===== src/rtl/pmsr_pkg.sv =====
/*
  Constants, types and helpers shared by the power mode and status register block.
  Assumes one 25 MHz clock and a 12-bit byte offset inside the power unit's window.
*/
package pmsr_pkg;

  //////////////////////////////////////////////////////////////////////////////
  // Register map, byte offsets within the power unit window.
  localparam logic [11:0] PMSR_OFS_MODE  = 12'h000;
  localparam logic [11:0] PMSR_OFS_IDENT = 12'h010;
  localparam logic [11:0] PMSR_OFS_STAT  = 12'h020;

  //////////////////////////////////////////////////////////////////////////////
  // Mode select field and its codes.
  localparam int          PMSR_MODE_SEL_LSB = 0;
  localparam int          PMSR_MODE_WAKE_BIT = 3;
  localparam logic [2:0]  PMSR_CODE_INIT  = 3'h4;
  localparam logic [2:0]  PMSR_CODE_RUN   = 3'h1;
  localparam logic [2:0]  PMSR_CODE_SLOW  = 3'h0;
  localparam logic [2:0]  PMSR_CODE_IDLE  = 3'h2;
  localparam logic [2:0]  PMSR_CODE_SLEEP = 3'h3;
  localparam logic        PMSR_WAKE_PERM_RST = 1'b0;

  //////////////////////////////////////////////////////////////////////////////
  // Status register layout.
  localparam int          PMSR_STAT_POR       = 0;
  localparam int          PMSR_STAT_PLL1      = 1;
  localparam int          PMSR_STAT_WAKE      = 4;
  localparam int          PMSR_STAT_RING      = 5;
  localparam int          PMSR_STAT_RTC       = 6;
  localparam int          PMSR_STAT_ADAPT     = 7;
  localparam int          PMSR_STAT_WARM      = 8;
  localparam int          PMSR_STAT_WARM_TRIG = 16;
  localparam int          PMSR_STICKY_W       = 9;
  localparam logic [8:0]  PMSR_STICKY_RST     = 9'h001;

  //////////////////////////////////////////////////////////////////////////////
  // Timing.
  localparam int          PMSR_CLK_PERIOD_NS = 40;
  localparam int          PMSR_WARM_RST_NS   = 1000;
  localparam int          PMSR_WARM_RST_CYC  =
    (PMSR_WARM_RST_NS + PMSR_CLK_PERIOD_NS - 1) / PMSR_CLK_PERIOD_NS;

  //////////////////////////////////////////////////////////////////////////////
  // Types.
  typedef enum logic [2:0] {
    PMSR_ST_INIT,
    PMSR_ST_RUN,
    PMSR_ST_SLOW,
    PMSR_ST_IDLE,
    PMSR_ST_SLEEP
  } pmsr_state_t;

  typedef struct packed {
    logic        sel;
    logic        write;
    logic [11:0] addr;
    logic [31:0] wdata;
  } pmsr_bus_req_t;

  function automatic logic [2:0] pmsr_state_code(input pmsr_state_t st);
    logic [2:0] code;
    code = PMSR_CODE_INIT;
    unique case (st)
      PMSR_ST_INIT:  code = PMSR_CODE_INIT;
      PMSR_ST_RUN:   code = PMSR_CODE_RUN;
      PMSR_ST_SLOW:  code = PMSR_CODE_SLOW;
      PMSR_ST_IDLE:  code = PMSR_CODE_IDLE;
      PMSR_ST_SLEEP: code = PMSR_CODE_SLEEP;
      default:       code = PMSR_CODE_INIT;
    endcase
    return code;
  endfunction

endpackage


===== src/rtl/pmsr_regs.sv =====
/*
  Power mode select, revision identity and reset/lock/event status registers,
  with the mode state machine they command and the warm reset generator.
  Assumes a single-cycle register port on the same clock and asynchronous pins
  for lock, wake key, ring, real-time clock, adaptor-good and battery-good.
*/
// Function
// Mode register accessible only in run or slow
// Processor mode reads show only run or slow
// Test controller reads other codes with clocks kept
// Mode codes: init 4, run 1, slow 0, idle 2, sleep 3
// Bit 3 permits wake with adaptor, battery low
// Identity register is read-only fixed revision code
// Status: POR, three locks, wake, ring, RTC, adaptor
// Event bits stay set after source goes away
// Writing one to status bit 16 pulses reset
// Software reads status after each reset exit
// Sticky bits set by event, cleared by processor
// Software clears sticky bit by writing one
// Sleep entered only from idle with bus granted
// Reserved bits read zero, writes ignored
module pmsr_regs
  import pmsr_pkg::*;
#(
  parameter logic [31:0] REV_IDENT = 32'h0000_0a5c  // Arbitrary value.
) (
  input  wire logic          ref_clk_in,
  input  wire logic          sys_rst_in,
  input  wire logic          clk_en_in,
  input  wire pmsr_bus_req_t bus_req_in,
  output logic               bus_ready_out,
  output logic        [31:0] bus_rdata_out,
  input  wire logic          test_access_in,
  input  wire logic          test_clk_keep_in,
  input  wire logic    [2:0] pll_lock_in,
  input  wire logic          wake_key_n_in,
  input  wire logic          ring_event_in,
  input  wire logic          rtc_event_in,
  input  wire logic          adaptor_good_input_in,
  input  wire logic          battery_good_input_in,
  input  wire logic          cpu_irq_in,
  input  wire logic          dma_req_in,
  input  wire logic          bus_grant_in,
  output logic               bus_master_req_out,
  output logic         [2:0] mode_code_out,
  output logic               system_reset_n_out
);

  localparam int          PIN_W   = 8;
  // Synchronisers come up showing quiet events and good supplies, so no false event follows reset.
  localparam logic [PIN_W-1:0] PIN_IDLE = 8'hc0;
  localparam logic [7:0]  RST_CYC = 8'(PMSR_WARM_RST_CYC);

  initial begin
    if (PMSR_WARM_RST_CYC < 1 || PMSR_WARM_RST_CYC > 255)
      $error("pmsr_regs: warm reset length does not fit its counter");
  end

  ////////////////////////////////////////////////////////////////////////////////
  // Pin synchronisers. Only the second stage is read.
  logic [PIN_W-1:0] pin_meta_q;
  logic [PIN_W-1:0] pin_sync_q;
  logic [PIN_W-1:0] pin_raw;

  assign pin_raw = {battery_good_input_in, adaptor_good_input_in, rtc_event_in,
                    ring_event_in, ~wake_key_n_in, pll_lock_in};

  always_ff @(posedge ref_clk_in or posedge sys_rst_in) begin
    if (sys_rst_in) begin
      pin_meta_q <= PIN_IDLE;
      pin_sync_q <= PIN_IDLE;
    end else if (clk_en_in) begin
      pin_meta_q <= pin_raw;
      pin_sync_q <= pin_meta_q;
    end
  end

  wire [2:0] pll_lock_s = pin_sync_q[2:0];
  wire       wake_key_s = pin_sync_q[3];
  wire       ring_s     = pin_sync_q[4];
  wire       rtc_s      = pin_sync_q[5];
  wire       adaptor_s  = pin_sync_q[6];
  wire       battery_s  = pin_sync_q[7];

  ////////////////////////////////////////////////////////////////////////////////
  // Address decode.
  pmsr_state_t state_q;
  pmsr_state_t state_d;
  logic        wake_perm_q;
  logic        sleep_pend_q;
  logic        sleep_pend_d;
  logic  [7:0] rst_cnt_q;
  logic [31:0] rdata_q;
  logic        ready_q;

  wire        hit_mode   = bus_req_in.sel && bus_req_in.addr == PMSR_OFS_MODE;
  wire        hit_ident  = bus_req_in.sel && bus_req_in.addr == PMSR_OFS_IDENT;
  wire        hit_stat   = bus_req_in.sel && bus_req_in.addr == PMSR_OFS_STAT;
  wire        cpu_active = state_q == PMSR_ST_RUN || state_q == PMSR_ST_SLOW;
  wire        test_view  = test_access_in && test_clk_keep_in;
  wire        mode_wr    = hit_mode && bus_req_in.write && cpu_active;
  wire        stat_wr    = hit_stat && bus_req_in.write;
  wire  [2:0] cmd_code   = bus_req_in.wdata[PMSR_MODE_SEL_LSB +: 3];
  wire        warm_trig  = stat_wr && bus_req_in.wdata[PMSR_STAT_WARM_TRIG];
  wire  [2:0] cur_code   = pmsr_state_code(state_q);

  ////////////////////////////////////////////////////////////////////////////////
  // Sticky status bits. Bit 0 comes up set to flag the power-on reset.
  logic [PMSR_STICKY_W-1:0] sticky;
  logic [PMSR_STICKY_W-1:0] sticky_set;
  logic [PMSR_STICKY_W-1:0] sticky_clr;

  // Adaptor status records the adaptor-good line dropping out.
  assign sticky_set = {warm_trig, ~adaptor_s, rtc_s, ring_s, wake_key_s,
                       pll_lock_s, 1'b0};
  assign sticky_clr = stat_wr ? bus_req_in.wdata[PMSR_STICKY_W-1:0]
                              : '0;

  pmsr_sticky #(
    .WIDTH   (PMSR_STICKY_W),
    .RST_VAL (PMSR_STICKY_RST)
  ) u_sticky (
    .ref_clk_in (ref_clk_in),
    .sys_rst_in (sys_rst_in),
    .clk_en_in  (clk_en_in),
    .set_in     (sticky_set),
    .clr_in     (sticky_clr),
    .bits_out   (sticky)
  );

  ////////////////////////////////////////////////////////////////////////////////
  // Mode state machine.
  wire wake_evt = wake_key_s || ring_s || rtc_s;
  // With both supplies reported bad, waking needs explicit permission.
  wire wake_ok  = wake_evt && (wake_perm_q || adaptor_s || battery_s);

  always_comb begin
    state_d      = state_q;
    sleep_pend_d = sleep_pend_q;
    unique case (state_q)
      PMSR_ST_INIT: begin
        if (&pll_lock_s) state_d = PMSR_ST_SLOW;
      end
      PMSR_ST_RUN, PMSR_ST_SLOW: begin
        if (mode_wr) begin
          unique case (cmd_code)
            PMSR_CODE_RUN:  state_d = PMSR_ST_RUN;
            PMSR_CODE_SLOW: state_d = PMSR_ST_SLOW;
            PMSR_CODE_IDLE: state_d = PMSR_ST_IDLE;
            PMSR_CODE_INIT: state_d = PMSR_ST_INIT;
            PMSR_CODE_SLEEP: begin
              // Sleep is reached by way of idle so the bus is ours first.
              state_d      = PMSR_ST_IDLE;
              sleep_pend_d = 1'b1;
            end
            default: state_d = state_q;
          endcase
        end
      end
      PMSR_ST_IDLE: begin
        if (sleep_pend_q && bus_grant_in) begin
          state_d      = PMSR_ST_SLEEP;
          sleep_pend_d = 1'b0;
        end else if (!sleep_pend_q && (cpu_irq_in || dma_req_in)) begin
          state_d = PMSR_ST_SLOW;
        end
      end
      PMSR_ST_SLEEP: begin
        if (wake_ok) state_d = PMSR_ST_IDLE;
      end
      default: state_d = PMSR_ST_INIT;
    endcase
    if (warm_trig) begin
      state_d      = PMSR_ST_INIT;
      sleep_pend_d = 1'b0;
    end
  end

  always_ff @(posedge ref_clk_in or posedge sys_rst_in) begin
    if (sys_rst_in) begin
      state_q      <= PMSR_ST_INIT;
      sleep_pend_q <= 1'b0;
    end else if (clk_en_in) begin
      state_q      <= state_d;
      sleep_pend_q <= sleep_pend_d;
    end
  end

  always_ff @(posedge ref_clk_in or posedge sys_rst_in) begin
    if (sys_rst_in) begin
      wake_perm_q <= PMSR_WAKE_PERM_RST;
    end else if (clk_en_in && mode_wr) begin
      wake_perm_q <= bus_req_in.wdata[PMSR_MODE_WAKE_BIT];
    end
  end

  ////////////////////////////////////////////////////////////////////////////////
  // Warm reset: a fixed-length low pulse on the system reset output.
  always_ff @(posedge ref_clk_in or posedge sys_rst_in) begin
    if (sys_rst_in) begin
      rst_cnt_q <= 8'h00;
    end else if (clk_en_in) begin
      if (warm_trig) rst_cnt_q <= RST_CYC;
      else if (rst_cnt_q != 8'h00) rst_cnt_q <= rst_cnt_q - 8'h01;
    end
  end

  ////////////////////////////////////////////////////////////////////////////////
  // Read path. Outside run and slow a processor read of the mode register sees
  // zero; only the test view exposes the other codes.
  wire        mode_rd_ok = cpu_active || test_view;
  wire  [2:0] mode_view  = (cpu_active || test_view) ? cur_code : PMSR_CODE_SLOW;
  wire [31:0] mode_word  = mode_rd_ok ? {28'h0, wake_perm_q, mode_view} : 32'h0;
  wire [31:0] stat_word  = {23'h0, sticky};
  wire [31:0] rdata_d    = hit_mode  ? mode_word :
                           hit_ident ? REV_IDENT :
                           hit_stat  ? stat_word : 32'h0;

  always_ff @(posedge ref_clk_in or posedge sys_rst_in) begin
    if (sys_rst_in) begin
      rdata_q <= 32'h0;
      ready_q <= 1'b0;
    end else if (clk_en_in) begin
      rdata_q <= (bus_req_in.sel && !bus_req_in.write) ? rdata_d : 32'h0;
      ready_q <= bus_req_in.sel;
    end
  end

  assign bus_ready_out      = ready_q;
  assign bus_rdata_out      = rdata_q;
  assign bus_master_req_out = state_q == PMSR_ST_IDLE || state_q == PMSR_ST_SLEEP;
  assign mode_code_out      = cur_code;
  assign system_reset_n_out = rst_cnt_q == 8'h00;

  ////////////////////////////////////////////////////////////////////////////////
  // Assertions.
  AST_MODE_LOCKED: assert property (@(posedge ref_clk_in) disable iff (sys_rst_in)
    clk_en_in && hit_mode && bus_req_in.write && !cpu_active && !warm_trig
    |=> $stable(wake_perm_q))
    else $error("mode register changed outside run or slow");

  AST_MODE_READ_CODE: assert property (@(posedge ref_clk_in) disable iff (sys_rst_in)
    clk_en_in && hit_mode && !bus_req_in.write && !test_view
    |=> bus_rdata_out[2:1] == 2'b00)
    else $error("processor read showed a code other than run or slow");

  AST_TEST_VIEW: assert property (@(posedge ref_clk_in) disable iff (sys_rst_in)
    clk_en_in && hit_mode && !bus_req_in.write && test_view
    |=> bus_rdata_out[2:0] == $past(cur_code))
    else $error("test read did not show the current mode code");

  AST_RUN_CMD: assert property (@(posedge ref_clk_in) disable iff (sys_rst_in)
    clk_en_in && mode_wr && cmd_code == PMSR_CODE_RUN && !warm_trig
    |=> mode_code_out == PMSR_CODE_RUN)
    else $error("run command not obeyed");

  AST_WAKE_BLOCKED: assert property (@(posedge ref_clk_in) disable iff (sys_rst_in)
    clk_en_in && state_q == PMSR_ST_SLEEP && !wake_perm_q && !adaptor_s && !battery_s
    && !warm_trig |=> state_q == PMSR_ST_SLEEP)
    else $error("woke without permission while supplies were bad");

  AST_IDENT_READ: assert property (@(posedge ref_clk_in) disable iff (sys_rst_in)
    clk_en_in && hit_ident && !bus_req_in.write |=> bus_rdata_out == REV_IDENT)
    else $error("identity read returned a wrong value");

  AST_STICKY_HOLD: assert property (@(posedge ref_clk_in) disable iff (sys_rst_in)
    clk_en_in |=> (sticky & $past(sticky & ~sticky_clr)) == $past(sticky & ~sticky_clr))
    else $error("sticky bit dropped without a clear");

  AST_STICKY_SET: assert property (@(posedge ref_clk_in) disable iff (sys_rst_in)
    clk_en_in |=> (sticky & $past(sticky_set)) == $past(sticky_set))
    else $error("event did not set its sticky bit");

  AST_WARM_PULSE: assert property (@(posedge ref_clk_in) disable iff (sys_rst_in)
    clk_en_in && warm_trig |=> !system_reset_n_out && rst_cnt_q == RST_CYC)
    else $error("warm reset not asserted");

  AST_SLEEP_FROM_IDLE: assert property (@(posedge ref_clk_in) disable iff (sys_rst_in)
    $rose(state_q == PMSR_ST_SLEEP) |-> $past(state_q == PMSR_ST_IDLE && bus_grant_in))
    else $error("sleep entered without idle and bus grant");

  AST_RESERVED_ZERO: assert property (@(posedge ref_clk_in) disable iff (sys_rst_in)
    bus_ready_out |-> bus_rdata_out[31:17] == 15'h0 || $past(hit_ident))
    else $error("reserved bits read non-zero");

  COV_SLEEP: cover property (@(posedge ref_clk_in) disable iff (sys_rst_in)
    state_q == PMSR_ST_IDLE ##1 state_q == PMSR_ST_SLEEP);
  COV_WAKE: cover property (@(posedge ref_clk_in) disable iff (sys_rst_in)
    state_q == PMSR_ST_SLEEP ##1 state_q == PMSR_ST_IDLE);
  COV_WARM: cover property (@(posedge ref_clk_in) disable iff (sys_rst_in)
    $fell(system_reset_n_out));

endmodule // pmsr_regs


===== src/rtl/pmsr_sticky.sv =====
/*
  Bank of sticky status bits: set by an event, cleared only by a write of one.
  Assumes set and clear arrive synchronous to the clock.
*/
module pmsr_sticky #(
  parameter int               WIDTH   = 9,
  parameter logic [WIDTH-1:0] RST_VAL = '0
) (
  input  wire logic             ref_clk_in,
  input  wire logic             sys_rst_in,
  input  wire logic             clk_en_in,
  input  wire logic [WIDTH-1:0] set_in,
  input  wire logic [WIDTH-1:0] clr_in,
  output logic      [WIDTH-1:0] bits_out
);

  initial begin
    if (WIDTH < 1) $error("pmsr_sticky: WIDTH must be at least 1");
  end

  logic [WIDTH-1:0] bits_q;
  logic [WIDTH-1:0] bits_d;

  // A set in the same cycle as its clear wins, so no event is lost.
  assign bits_d   = (bits_q & ~clr_in) | set_in;

  always_ff @(posedge ref_clk_in or posedge sys_rst_in) begin
    if (sys_rst_in) begin
      bits_q <= RST_VAL;
    end else if (clk_en_in) begin
      bits_q <= bits_d;
    end
  end

  assign bits_out = bits_q;

endmodule // pmsr_sticky

===== config.mk =====
export PLATFORM = sky130hd
export DESIGN_NAME = pmsr_regs
export DESIGN_NICKNAME = d
export VERILOG_FILES = /design/src/rtl/pmsr_pkg.sv /design/src/rtl/pmsr_regs.sv /design/src/rtl/pmsr_sticky.sv
export SDC_FILE = /design/constraint.sdc
export NUM_CORES = 1
export LEC_CHECK = 0
export BUFFER_PORTS_ARGS = -buffer_cell sky130_fd_sc_hd__buf_2
export CORE_MARGIN = 2
export CORE_UTILIZATION = 46
export CTS_BUF_LIST = sky130_fd_sc_hd__clkbuf_8
export DETAILED_ROUTE_END_ITERATION = 10
export GPL_TIMING_DRIVEN = 0
export PLACE_DENSITY = 0.8
export SYNTH_ARGS = -nofsm -noshare
export SYNTH_HDL_FRONTEND = slang
export SYNTH_SLANG_ARGS = --single-unit

===== constraint.sdc =====
create_clock -name ref_clk_in -period 2 [get_ports ref_clk_in]
set_input_delay 0.1 -clock ref_clk_in [delete_from_list [all_inputs] [get_ports ref_clk_in]]
set_output_delay 0.1 -clock ref_clk_in [all_outputs]
set_load 0.01 [all_outputs]

Word level (Yosys, flattened, before mapping)
Cells that the tools add are included.
- word-level logic and storage cells: 90
- input port bits: 62
- output and inout port bits: 38
- bits in registers: 71
- $add $sub $neg: 1
- muxes and demuxes: 22
- equality and inequality tests: 17
- bitwise operators: 5
- reductions and logical operators: 36
- operators with widths (kind ; count):
    $mux W12 ; 3
    $pmux W3 S4 ; 3
    $mux W3 ; 6
    $mux W9 ; 2
    $mux W8 ; 2
    $ne A3 B3 Y1 const B ; 5
    $logic_and A1 B1 Y1 ; 13
    $eq A12 B5 Y1 const B ; 1
    $eq A12 B6 Y1 const B ; 1
    $eq A3 B2 Y1 const B ; 4
    $logic_not A12 Y1 ; 1
    $and A9 B9 Y9 ; 1
    $not A9 Y9 ; 1
    $or A9 B9 Y9 ; 1
    $logic_not A8 Y1 ; 1
    $logic_or A1 B1 Y1 ; 8
    $reduce_bool A8 Y1 ; 1
    $sub A8 B1 Y8 const B ; 1
    $eq A3 B1 Y1 const B ; 2
    $eq A3 B3 Y1 const B ; 2
    $logic_not A3 Y1 ; 2
    $ne A6 B6 Y1 const B ; 1
    $reduce_and A6 Y1 ; 1
    $reduce_and A5 Y1 ; 1
    11 further kinds ; 17

Longest topological paths before layout
Gate-level depths: netlist of run 1.
- word-level depth: 7
- gate-level depth with buffers: 7
- gate-level depth less buffers: 6

Modules after synthesis
Synthesis of run 1 repeated with hierarchy kept, for this count alone.
- cell total of the unflattened synthesis: 268
- area total of the unflattened synthesis: 2688.8 um2
- modules (own cells, without submodules) (module ; seq. area each (um2) ; area each (um2) ; times used ; cells each):
    pmsr_regs ; 1006.0 ; 2312.2 ; 1 ; 238
    pmsr_sticky ; 226.5 ; 376.6 ; 1 ; 30

Worst setup path after synthesis of run 1
Ideal clock, no wire load.
- path type: input port to flip-flop
- start point: input bus_req_in[33] (netlist bit)
- end point: register wake_perm_q
- setup time: 125 ps
- buffers on the path: 1
- data arrival time: 1918 ps
- required time: 1875 ps
- stages: 6
- slack: -42 ps
- cells stage by stage: or4b_1 buf_2 or3_1 or3_4 nor3_2 mux2_2
- longest elaborated chain between the ends: 5
- ends and longest elaborated chain (what ; line ; text):
    from (decl) ; pmsr_regs.sv:30 ; input wire pmsr_bus_req_t bus_req_in,
    $logic_not A12 Y1 ; pmsr_regs.sv:96 ; wire hit_mode = bus_req_in.sel && bus_req_in.addr == PMSR_OFS_MODE;
    $logic_and A1 B1 Y1 ; pmsr_regs.sv:96 ;
    $logic_and A1 B1 Y1 (2 in a row) ; pmsr_regs.sv:101 ; wire mode_wr = hit_mode && bus_req_in.write && cpu_active;
    $logic_and A1 B1 Y1 ; pmsr_regs.sv:192 ; end else if (clk_en_in && mode_wr) begin
    to (signal assigned) ; pmsr_regs.sv:193 ; wake_perm_q <= bus_req_in.wdata[PMSR_MODE_WAKE_BIT];
    to (decl) ; pmsr_regs.sv:89 ; logic wake_perm_q;
Every way passes these cells.
A chain may end at the register's enable or synchronous reset.

Worst setup path after layout of run 1
Same ends and word-level chain as after synthesis.

==> summary.md, run 1 <==
| Metric | Value |
|---|---|
| Vias per cell | around 5.3 |
| Nets | 411 |
| Hold Path Sink | pin_meta_q[5]$_DFFE_PP0P_ |
| Row count | 27 |
| Cell repeated most along the worst path | buf_2 |
| CP startpoint kind | input pin |
| Power density over the cells | around 1000 mW/mm^2 |
| Crit-path slowest cell | or4b_1 |
| Root Driver | clkbuf_8 |
| Residual DRC | 0 |
| PnR Total Power | 3.16 mW |
| Clk sinks | 49 |
| Via Count | 2231 |
| H-tree depth | 2 |
| Max clock buf depth | 2 |
| Crit Path Max Fanout | 6 |
| Leak Pwr | around 1.6 nW |
| Worst slew pin tran | 0.546 ns |
| Detailed Route Iter0 Violations | 90 |
| Clock skew | between 0.009 and 0.01 ns |
| Status | finished clean |
| GR Util All Layers | roughly a fifth |
| Cell variety after synth | 52 |
| GPL Wtd Cong | 0.868 |
| Register area share after synthesis | 46.8% |
| Worst-path cell chain | buf_2 -> or4b_1 -> buf_2 -> or3_1 -> or3_4 -> nor3_4 -> mux2_2 |
| Max-cap violation count | 0 |
| Synth Instances | 261 |
| Initial antenna violation count | 0 |
| Mean post-synth cell area | 10.1 um^2 |
| Ys flop type | dfrtp_1 |
| Hold WC Path Type | input pin to flip-flop |
| Largest net degree at the start of global routing | 34 |
| Final Max Tran Viols | 0 |
| Reg2reg end | state_q[0]$_DFFE_PP0P_ |
| FF-to-FF Start | state_q[1]$_DFFE_PP0P_ |
| Final non-filler cell total | 420 |
| FFs w/ async S/R, synth | 100% |
| Register clock-pin slew on the reported worst setup and hold paths | around 0.10 ns |
| Unrepaired setup endpoints after global routing | no |
| Crit path required time | 2.21 ns |
| Core ar. | ~0.0055 mm^2 |
| Post-DRT Antenna Nets | 0 |
| Post-layout util | 59.1% |
| Final HPWL DP | 4590 um |
| Number of enable flip-flop cells after synthesis | 0 |
| CP Class | input pin to flip-flop |
| Peak VDD IR | between 0.0005 and 0.0006 V |
| Die W | 79.7 um |
| Tcrit/Tclk final | 98.1% |
| Final min period | 1.96 ns |
| Crit path DAT | 2.17 ns |
| Headroom to the max-slew limit | 63.6% |
| DP Area | around 0.0031 mm^2 |
| Dominant cell type by area after synthesis | dfrtp_1 |
| ANT cells | 0 |
| Setup TNS | 0 ns |
| Fin. Hold Viols | 0 |
| Mapped cell area | 0.00263 mm^2 |
| CTS tree | built |
| Starting density of the core | 47.8% |
| Most instantiated cells after synthesis | dfrtp_1 (44), nand2_1 (26), buf_4 (22), mux2_2 (17), nor2_1 (15) |
| Share of layout cells above drive strength 1 | between 30 and 40% |
| Flop-to-flop setup slack | 0.13 ns |
| First-pass GRT wire length | 10200 um |
| Yosys reg bits | 49 |
| CTS buffer count | 5 |
| Setup WS pre-CTS | -0.287 ns |
| Min setup slack post-route | 0.0371 ns |
| Hold path cells | 2 |
| Total Wirelength | 6080 um |
| Top-level I/O count | 100 |
| Port bufs | 54 |
| Synth warn | 0 |
| Most common cell in the netlist | dfrtp_1 |
| Clock latency on the worst-skew pair | 0.31 ns |
| Slowest stage delay, CP | ~0.54 ns |
| Final Cell Area | 0.00325 mm^2 |
| Overflow after GRT | 0 |
| R2r worst-path depth | 6 |
| Area contributors post-synth | dfrtp_1 (42%), mux2_2 (7.3%), buf_4 (6.3%) |
| Die area | ~0.0063 mm^2 |
| Placed insts | 408 |
| Per-cell routed wire length | around 14 um |
| Die H | 79.7 um |
| Max frequency | 509 MHz |
| Top cell type's share of synthesized area | 41.8% |
| Vias in the first global route | approximately 2100 |
| Synthesis-to-layout area growth | 23.6% |
| Critical Path End Type | flip-flop |
| Hold WS | around 0.013 ns |
| Final setup vio count | 0 |
| DR pass1 iterations | 5 |
| Worst hold start | rtc_event_in |
==> state kept, by name, indices dropped and copies added, names as in the netlist <==
name               count
wake_perm_q            1
rst_cnt_q              8
u_sticky.bits_out      9
pin_sync_q             8
sleep_pend_q           1
bus_rdata_out         10
bus_ready_out          1
state_q                3
pin_meta_q             8
==> critical path, delay by kind of cell <==
family | cells | cell delay (ns)
simple gates | 4 | 1.45
mux | 1 | 0.34
buf+inv | 2 | 0.27
==> layout make-up <==
type | count | area [um^2]
Multi-Input combinational cell | 186 | 1230
Inverter | 12 | 45.0
Tap cell | 72 | 90.1
Timing Repair Buffer | 61 | 343
Buffer | 32 | 208
Fill cell | 490 | 2250
Sequential cell | 49 | 1230
Clock buffer | 5 | 68.8
Clock inverter | 3 | 28.8
==> per-layer routing <==
| layer | up-vias | share of wire (%) | global-route usage [%] |
|---|---|---|---|
| met5 | - | 0 | 0 |
| met4 | 0 | 0.79 | 7.07 |
| met3 | 4 | 6.7 | 4.07 |
| met2 | 86 | 48 | 33.0 |
| met1 | 1069 | 44 | 28.4 |
| li1 | 1072 | - | - |
==> how the worst max path moves through the flow <==
stage,from,end,cells past startpoint
3_5_place_dp,bus_req_in[33],wake_perm_q$_DFFE_PP0P_,7
2_1_floorplan,bus_req_in[33],wake_perm_q$_DFFE_PP0P_,6
6_report,bus_req_in[33],wake_perm_q$_DFFE_PP0P_,7
4_1_cts,state_q[0]$_DFFE_PP0P_,sleep_pend_q$_DFFE_PP0P_,6
3_3_place_gp,bus_req_in[33],wake_perm_q$_DFFE_PP0P_,7
5_1_grt,bus_req_in[33],wake_perm_q$_DFFE_PP0P_,7
==> logic make-up after synthesis <==
group | share of synthesized area (%)
and+or+nand+nor | 17.1
xor gates and xnor gates | 3.33
AOI/OAI and AO/OA | 14.5
DFF | 46.8
other | 0.142
adders and majority gates | 0.950
muxes | 7.27
buffers and inverters | 9.93
==> report_power, final <==
group          switching (mW)  internal, mW  leakage (nW)
logic                   0.620         0.584         0.942
registers               0.165          1.16         0.574
clock network           0.365         0.262        0.0506
==> placed cells by master (no fill, tap or decap), types with 6 or more instances in the layout <==
cell type,synthesis,final
buf_2,5,57
dfrtp_1,44,42
nand2_1,26,26
buf_4,22,25
conb_1,1,21
mux2_2,17,17
nor2_1,15,15
inv_1,12,11
a22o_1,10,10
nor3_1,8,8
nand3_1,6,6
o21ai_0,6,6
==> repair_timing <==
item,4_1_cts,5_1_grt
endpoints found under the hold margin,18,0
hold buffers,3,0
gates resized for setup,2,6
buffers inserted,0,3
endpoints found under the setup margin,1,15
Power figures use the tool's default switching activity.
==> inputs of run 2 (changes only) <==
--- a/config.mk
+++ b/config.mk
@@ -5,13 +5,14 @@
 export SDC_FILE = /design/constraint.sdc
 export NUM_CORES = 1
 export LEC_CHECK = 0
+export ABC_AREA = 1
 export BUFFER_PORTS_ARGS = -buffer_cell sky130_fd_sc_hd__buf_2
 export CORE_MARGIN = 2
 export CORE_UTILIZATION = 46
 export CTS_BUF_LIST = sky130_fd_sc_hd__clkbuf_8
 export DETAILED_ROUTE_END_ITERATION = 10
 export GPL_TIMING_DRIVEN = 0
-export PLACE_DENSITY = 0.8
+export PLACE_DENSITY = 0.79
 export SYNTH_ARGS = -nofsm -noshare
 export SYNTH_HDL_FRONTEND = slang
 export SYNTH_SLANG_ARGS = --single-unit
==> run 2 against run 1 <==
Compared with the run above:
- combinational power shrank 14%
- largest power group unchanged
- sequential share of layout area is 1.5 points lower
- non-clock buffer count increased by 1
- via count up 8.3%
- wire length decreased by 2.9%
- synthesized cell count grew 33%
- sequential cell count unchanged
- first-iteration DRC count is 66% higher
- design area rose by 3.9%
==> summary.md, run 2 <==
| Metric | Value |
|---|---|
| H-tree depth | 2 (unchanged) |
| Number of enable flip-flop cells after synthesis | 0 (unchanged) |
| Per-cell routed wire length | 11.4 um (was 14.5 um) |
| Final Max Tran Viols | 0 (unchanged) |
| Leak Pwr | 1.84 nW (was 1.57 nW) |
| CP Launch Point | state_q[0]$_DFFE_PP0P_ (was bus_req_in[33]) |
| Clock latency on the worst-skew pair | 0.30 ns (was 0.31 ns) |
| Register clock-pin slew on the reported worst setup and hold paths | 0.09 ns (was 0.10 ns) |
| Share of layout cells above drive strength 1 | 24.4% (was 36.8%) |
| Total Wirelength | 5910 um (was 6080 um) |
| R2r worst-path depth | 8 (was 6) |
| FF-to-FF Start | state_q[2]$_DFFE_PP0P_ (was state_q[1]$_DFFE_PP0P_) |
| Final HPWL DP | 4590 um (unchanged) |
| Fillers | 569 (was 490) |
| Synth Instances | 348 (was 261) |
| Commonest non-fill, non-tap cell in the layout | nand2_1 (was buf_2) |
| Ys flop type | dfrtp_1 (unchanged) |
| Register area share after synthesis | 45.3% (was 46.8%) |
| Crit Path Max Fanout | 4 (was 6) |
| Post-DRT Antenna Nets | 0 (unchanged) |
| Cts hold-fix bufs | 9 (was 3) |
| Reg2reg end | sleep_pend_q$_DFFE_PP0P_ (was state_q[0]$_DFFE_PP0P_) |
| Max clock buf depth | 2 (unchanged) |
| Detailed Route Iter0 Violations | 149 (was 90) |
| Yosys reg bits | 49 (unchanged) |
| Die W | 80.9 um (was 79.7 um) |
| CTS buffer count | 5 (unchanged) |
| Initial antenna violation count | 0 (unchanged) |
| Mean post-synth cell area | 7.82 um^2 (was 10.1 um^2) |
| Synthesis-to-layout area growth | 24.2% (was 23.6%) |
| Most frequent cells in the layout | nand2_1 (99), buf_2 (57), dfrtp_1 (44) (was buf_2 (57), dfrtp_1 (42), nand2_1 (26)) |
| Register Area | 0.00123 mm^2 (about the same) |
| Status | finished clean (unchanged) |
| Cell variety after synth | 34 (was 52) |
| Hold WC Path Type | input pin to flip-flop (unchanged) |
| GPL Wtd Cong | 0.874 (was 0.868) |
| Area contributors post-synth | dfrtp_1 (40%), nand2_1 (14%), nand3_1 (6.8%) (was dfrtp_1 (42%), mux2_2 (7.3%), buf_4 (6.3%)) |
| Port bufs | 56 (was 54) |
| CTS tree | built (unchanged) |
| Footprint of the multi-input gates | 0.00123 mm^2 (about the same) |
| Die H | 80.9 um (was 79.7 um) |
| Nets | 505 (was 411) |
| Fin. Hold Viols | 0 (unchanged) |
| Tcrit/Tclk final | 91.4% (was 98.1%) |
| Power density over the cells | 858 mW/mm^2 (was 972 mW/mm^2) |
| Root Driver | clkbuf_8 (unchanged) |
| CP Class | flip-flop to output port (was input pin to flip-flop) |
| Overflow after GRT | 0 (unchanged) |
| ANT cells | 0 (unchanged) |
| Setup TNS | 0 ns (unchanged) |
| Max FFs per register | 10 (unchanged) |
| Setup bufs post-CTS | 0 (unchanged) |
| Post-layout util | 58.1% (was 59.1%) |
| Residual DRC | 0 (unchanged) |
| Synth warn | 0 (unchanged) |
| Final min period | 1.83 ns (was 1.96 ns) |
| Post_cts resized | 0 (was 2) |
| FFs w/ async S/R, synth | 100% (unchanged) |
| Unrepaired setup endpoints after global routing | no (unchanged) |
| Max-cap violation count | 0 (unchanged) |
| Row count | 28 (was 27) |
| Dominant cell type by area after synthesis | dfrtp_1 (unchanged) |
| Vias per cell | 4.68 (was 5.31) |
| Placed insts | 500 (was 408) |
| CP endpoint | mode_code_out[2] (was wake_perm_q$_DFFE_PP0P_) |
| DR pass1 iterations | 4 (was 5) |
| Hold WS | 0.00367 ns (was 0.0130 ns) |
| Final non-filler cell total | 517 (was 420) |
| Clock skew | 0.00606 ns (was 0.00923 ns) |
| Vias in the first global route | 2186 (was 2136) |
| Peak VDD IR | 0.000374 V (was 0.000564 V) |
| Starting density of the core | 46.8% (was 47.8%) |
| Core ar. | 0.00582 mm^2 (was 0.00551 mm^2) |
| Max frequency | 547 MHz (was 509 MHz) |
| Die area | 0.00655 mm^2 (was 0.00634 mm^2) |
| Most instantiated cells after synthesis | nand2_1 (99), dfrtp_1 (44), nand3_1 (37), inv_1 (34), o21ai_0 (29) (was dfrtp_1 (44), nand2_1 (26), buf_4 (22), mux2_2 (17), nor2_1 (15)) |
| Top cell type's share of synthesized area | 40.5% (was 41.8%) |
| Largest net degree at the start of global routing | 42 (was 34) |
| GR Util All Layers | 18.9% (was 20.8%) |
| Via Count | 2417 (was 2231) |
| Top-level I/O count | 100 (unchanged) |
| Most common cell in the netlist | nand2_1 (was dfrtp_1) |
| Final setup vio count | 0 (unchanged) |
| Critical Path End Type | output port (was flip-flop) |
| Mapped cell area | 0.00272 mm^2 (was 0.00263 mm^2) |
| Clk sinks | 49 (unchanged) |
| Flop-to-flop setup slack | 0.35 ns (was 0.13 ns) |
| Crit path DAT | 1.73 ns (was 2.17 ns) |
| First-pass GRT wire length | 9660 um (was 10200 um) |
| CP startpoint kind | flip-flop (was input pin) |
| Crit path required time | 1.90 ns (was 2.21 ns) |
## run 2: changes by cell type after synthesis, moves of 5 or more
cell,delta
a22o_1,-10
o21ai_0,+23
nor4_1,-5
mux2_2,-17
o21ai_1,+5
nand2_1,+73
inv_1,+22
nand3_1,+31
nor2_1,+10
## run 2: critical path, stage by stage, from the launching register on
cell,delay [ns]
dfrtp_1,0.43
nor2_1,0.29
inv_2,0.08
nor2_1,0.20
nor2_1,0.13
inv_1,0.11
nor2_1,0.04
buf_2,0.15
## run 2: worst min-delay path by stage
stage / start / to / slack [ns] / cells after the start
detailed placement: sys_rst_in / rst_cnt_q[1]$_DFFE_PP0P_ / 0.04 / 2
global placement: rtc_event_in / pin_meta_q[5]$_DFFE_PP0P_ / 0.30 / 3
CTS: pll_lock_in[1] / pin_meta_q[1]$_DFFE_PP0P_ / 0.003 / 3
finish: pll_lock_in[1] / pin_meta_q[1]$_DFFE_PP0P_ / 0.004 / 3
global route: pll_lock_in[1] / pin_meta_q[1]$_DFFE_PP0P_ / 0.02 / 3
floorplan: bus_req_in[0] / u_sticky.bits_out[0]$_DFFE_PP1P_ / 0.17 / 1
## run 2: cell type report
class | instances | area share (%)
repair buffers | 66 | 11.5
clock inverters | 2 | 0.518
clock buffers | 6 | 2.44
inverters | 36 | 4.00
plain buffers | 28 | 5.81
multi-input cells | 255 | 36.5
well taps | 75 | 2.78
flip-flops and latches | 49 | 36.5
## run 2: cell families (layout without fill, tap and decap cells)
family,Yosys count,in the layout,share of synthesized area [%]
and+or+nand+nor,181,181,30.8
xor gates and xnor gates,7,7,2.25
other,1,21,0.138
buffers and inverters,64,138,12.2
AOI/OAI and AO/OA,44,44,8.46
adders and majority gates,2,2,0.919
DFF,49,49,45.3
## run 2: power breakdown
| group | switching (mW) | internal (mW) |
|---|---|---|
| clock | 0.354 | 0.288 |
| combinational | 0.634 | 0.393 |
| sequential | 0.0931 | 1.14 |
## run 2: routing by layer
layer	GRT usage [%]	wire [um]	up-vias	share of wire, %
met2	32.9	2820	79	48
met4	5.08	44	0	0.74
met1	24.6	2570	1080	43
li1	-	-	1252	-
met5	0	0	-	0
met3	2.78	479	6	8.1
## run 2: stage by stage
stage | cell area [um^2] | worst slack, ns | total power, mW
final | 3380 | 0.173 | 2.90
after global routing | 3380 | 0.0612 | 3.12
after CTS | 3380 | 0.206 | 2.91
after detailed placement | 3190 | 0.384 | 2.25
after global placement | 3170 | 0.148 | 2.21
after floorplan | 2800 | 0.626 | 1.98
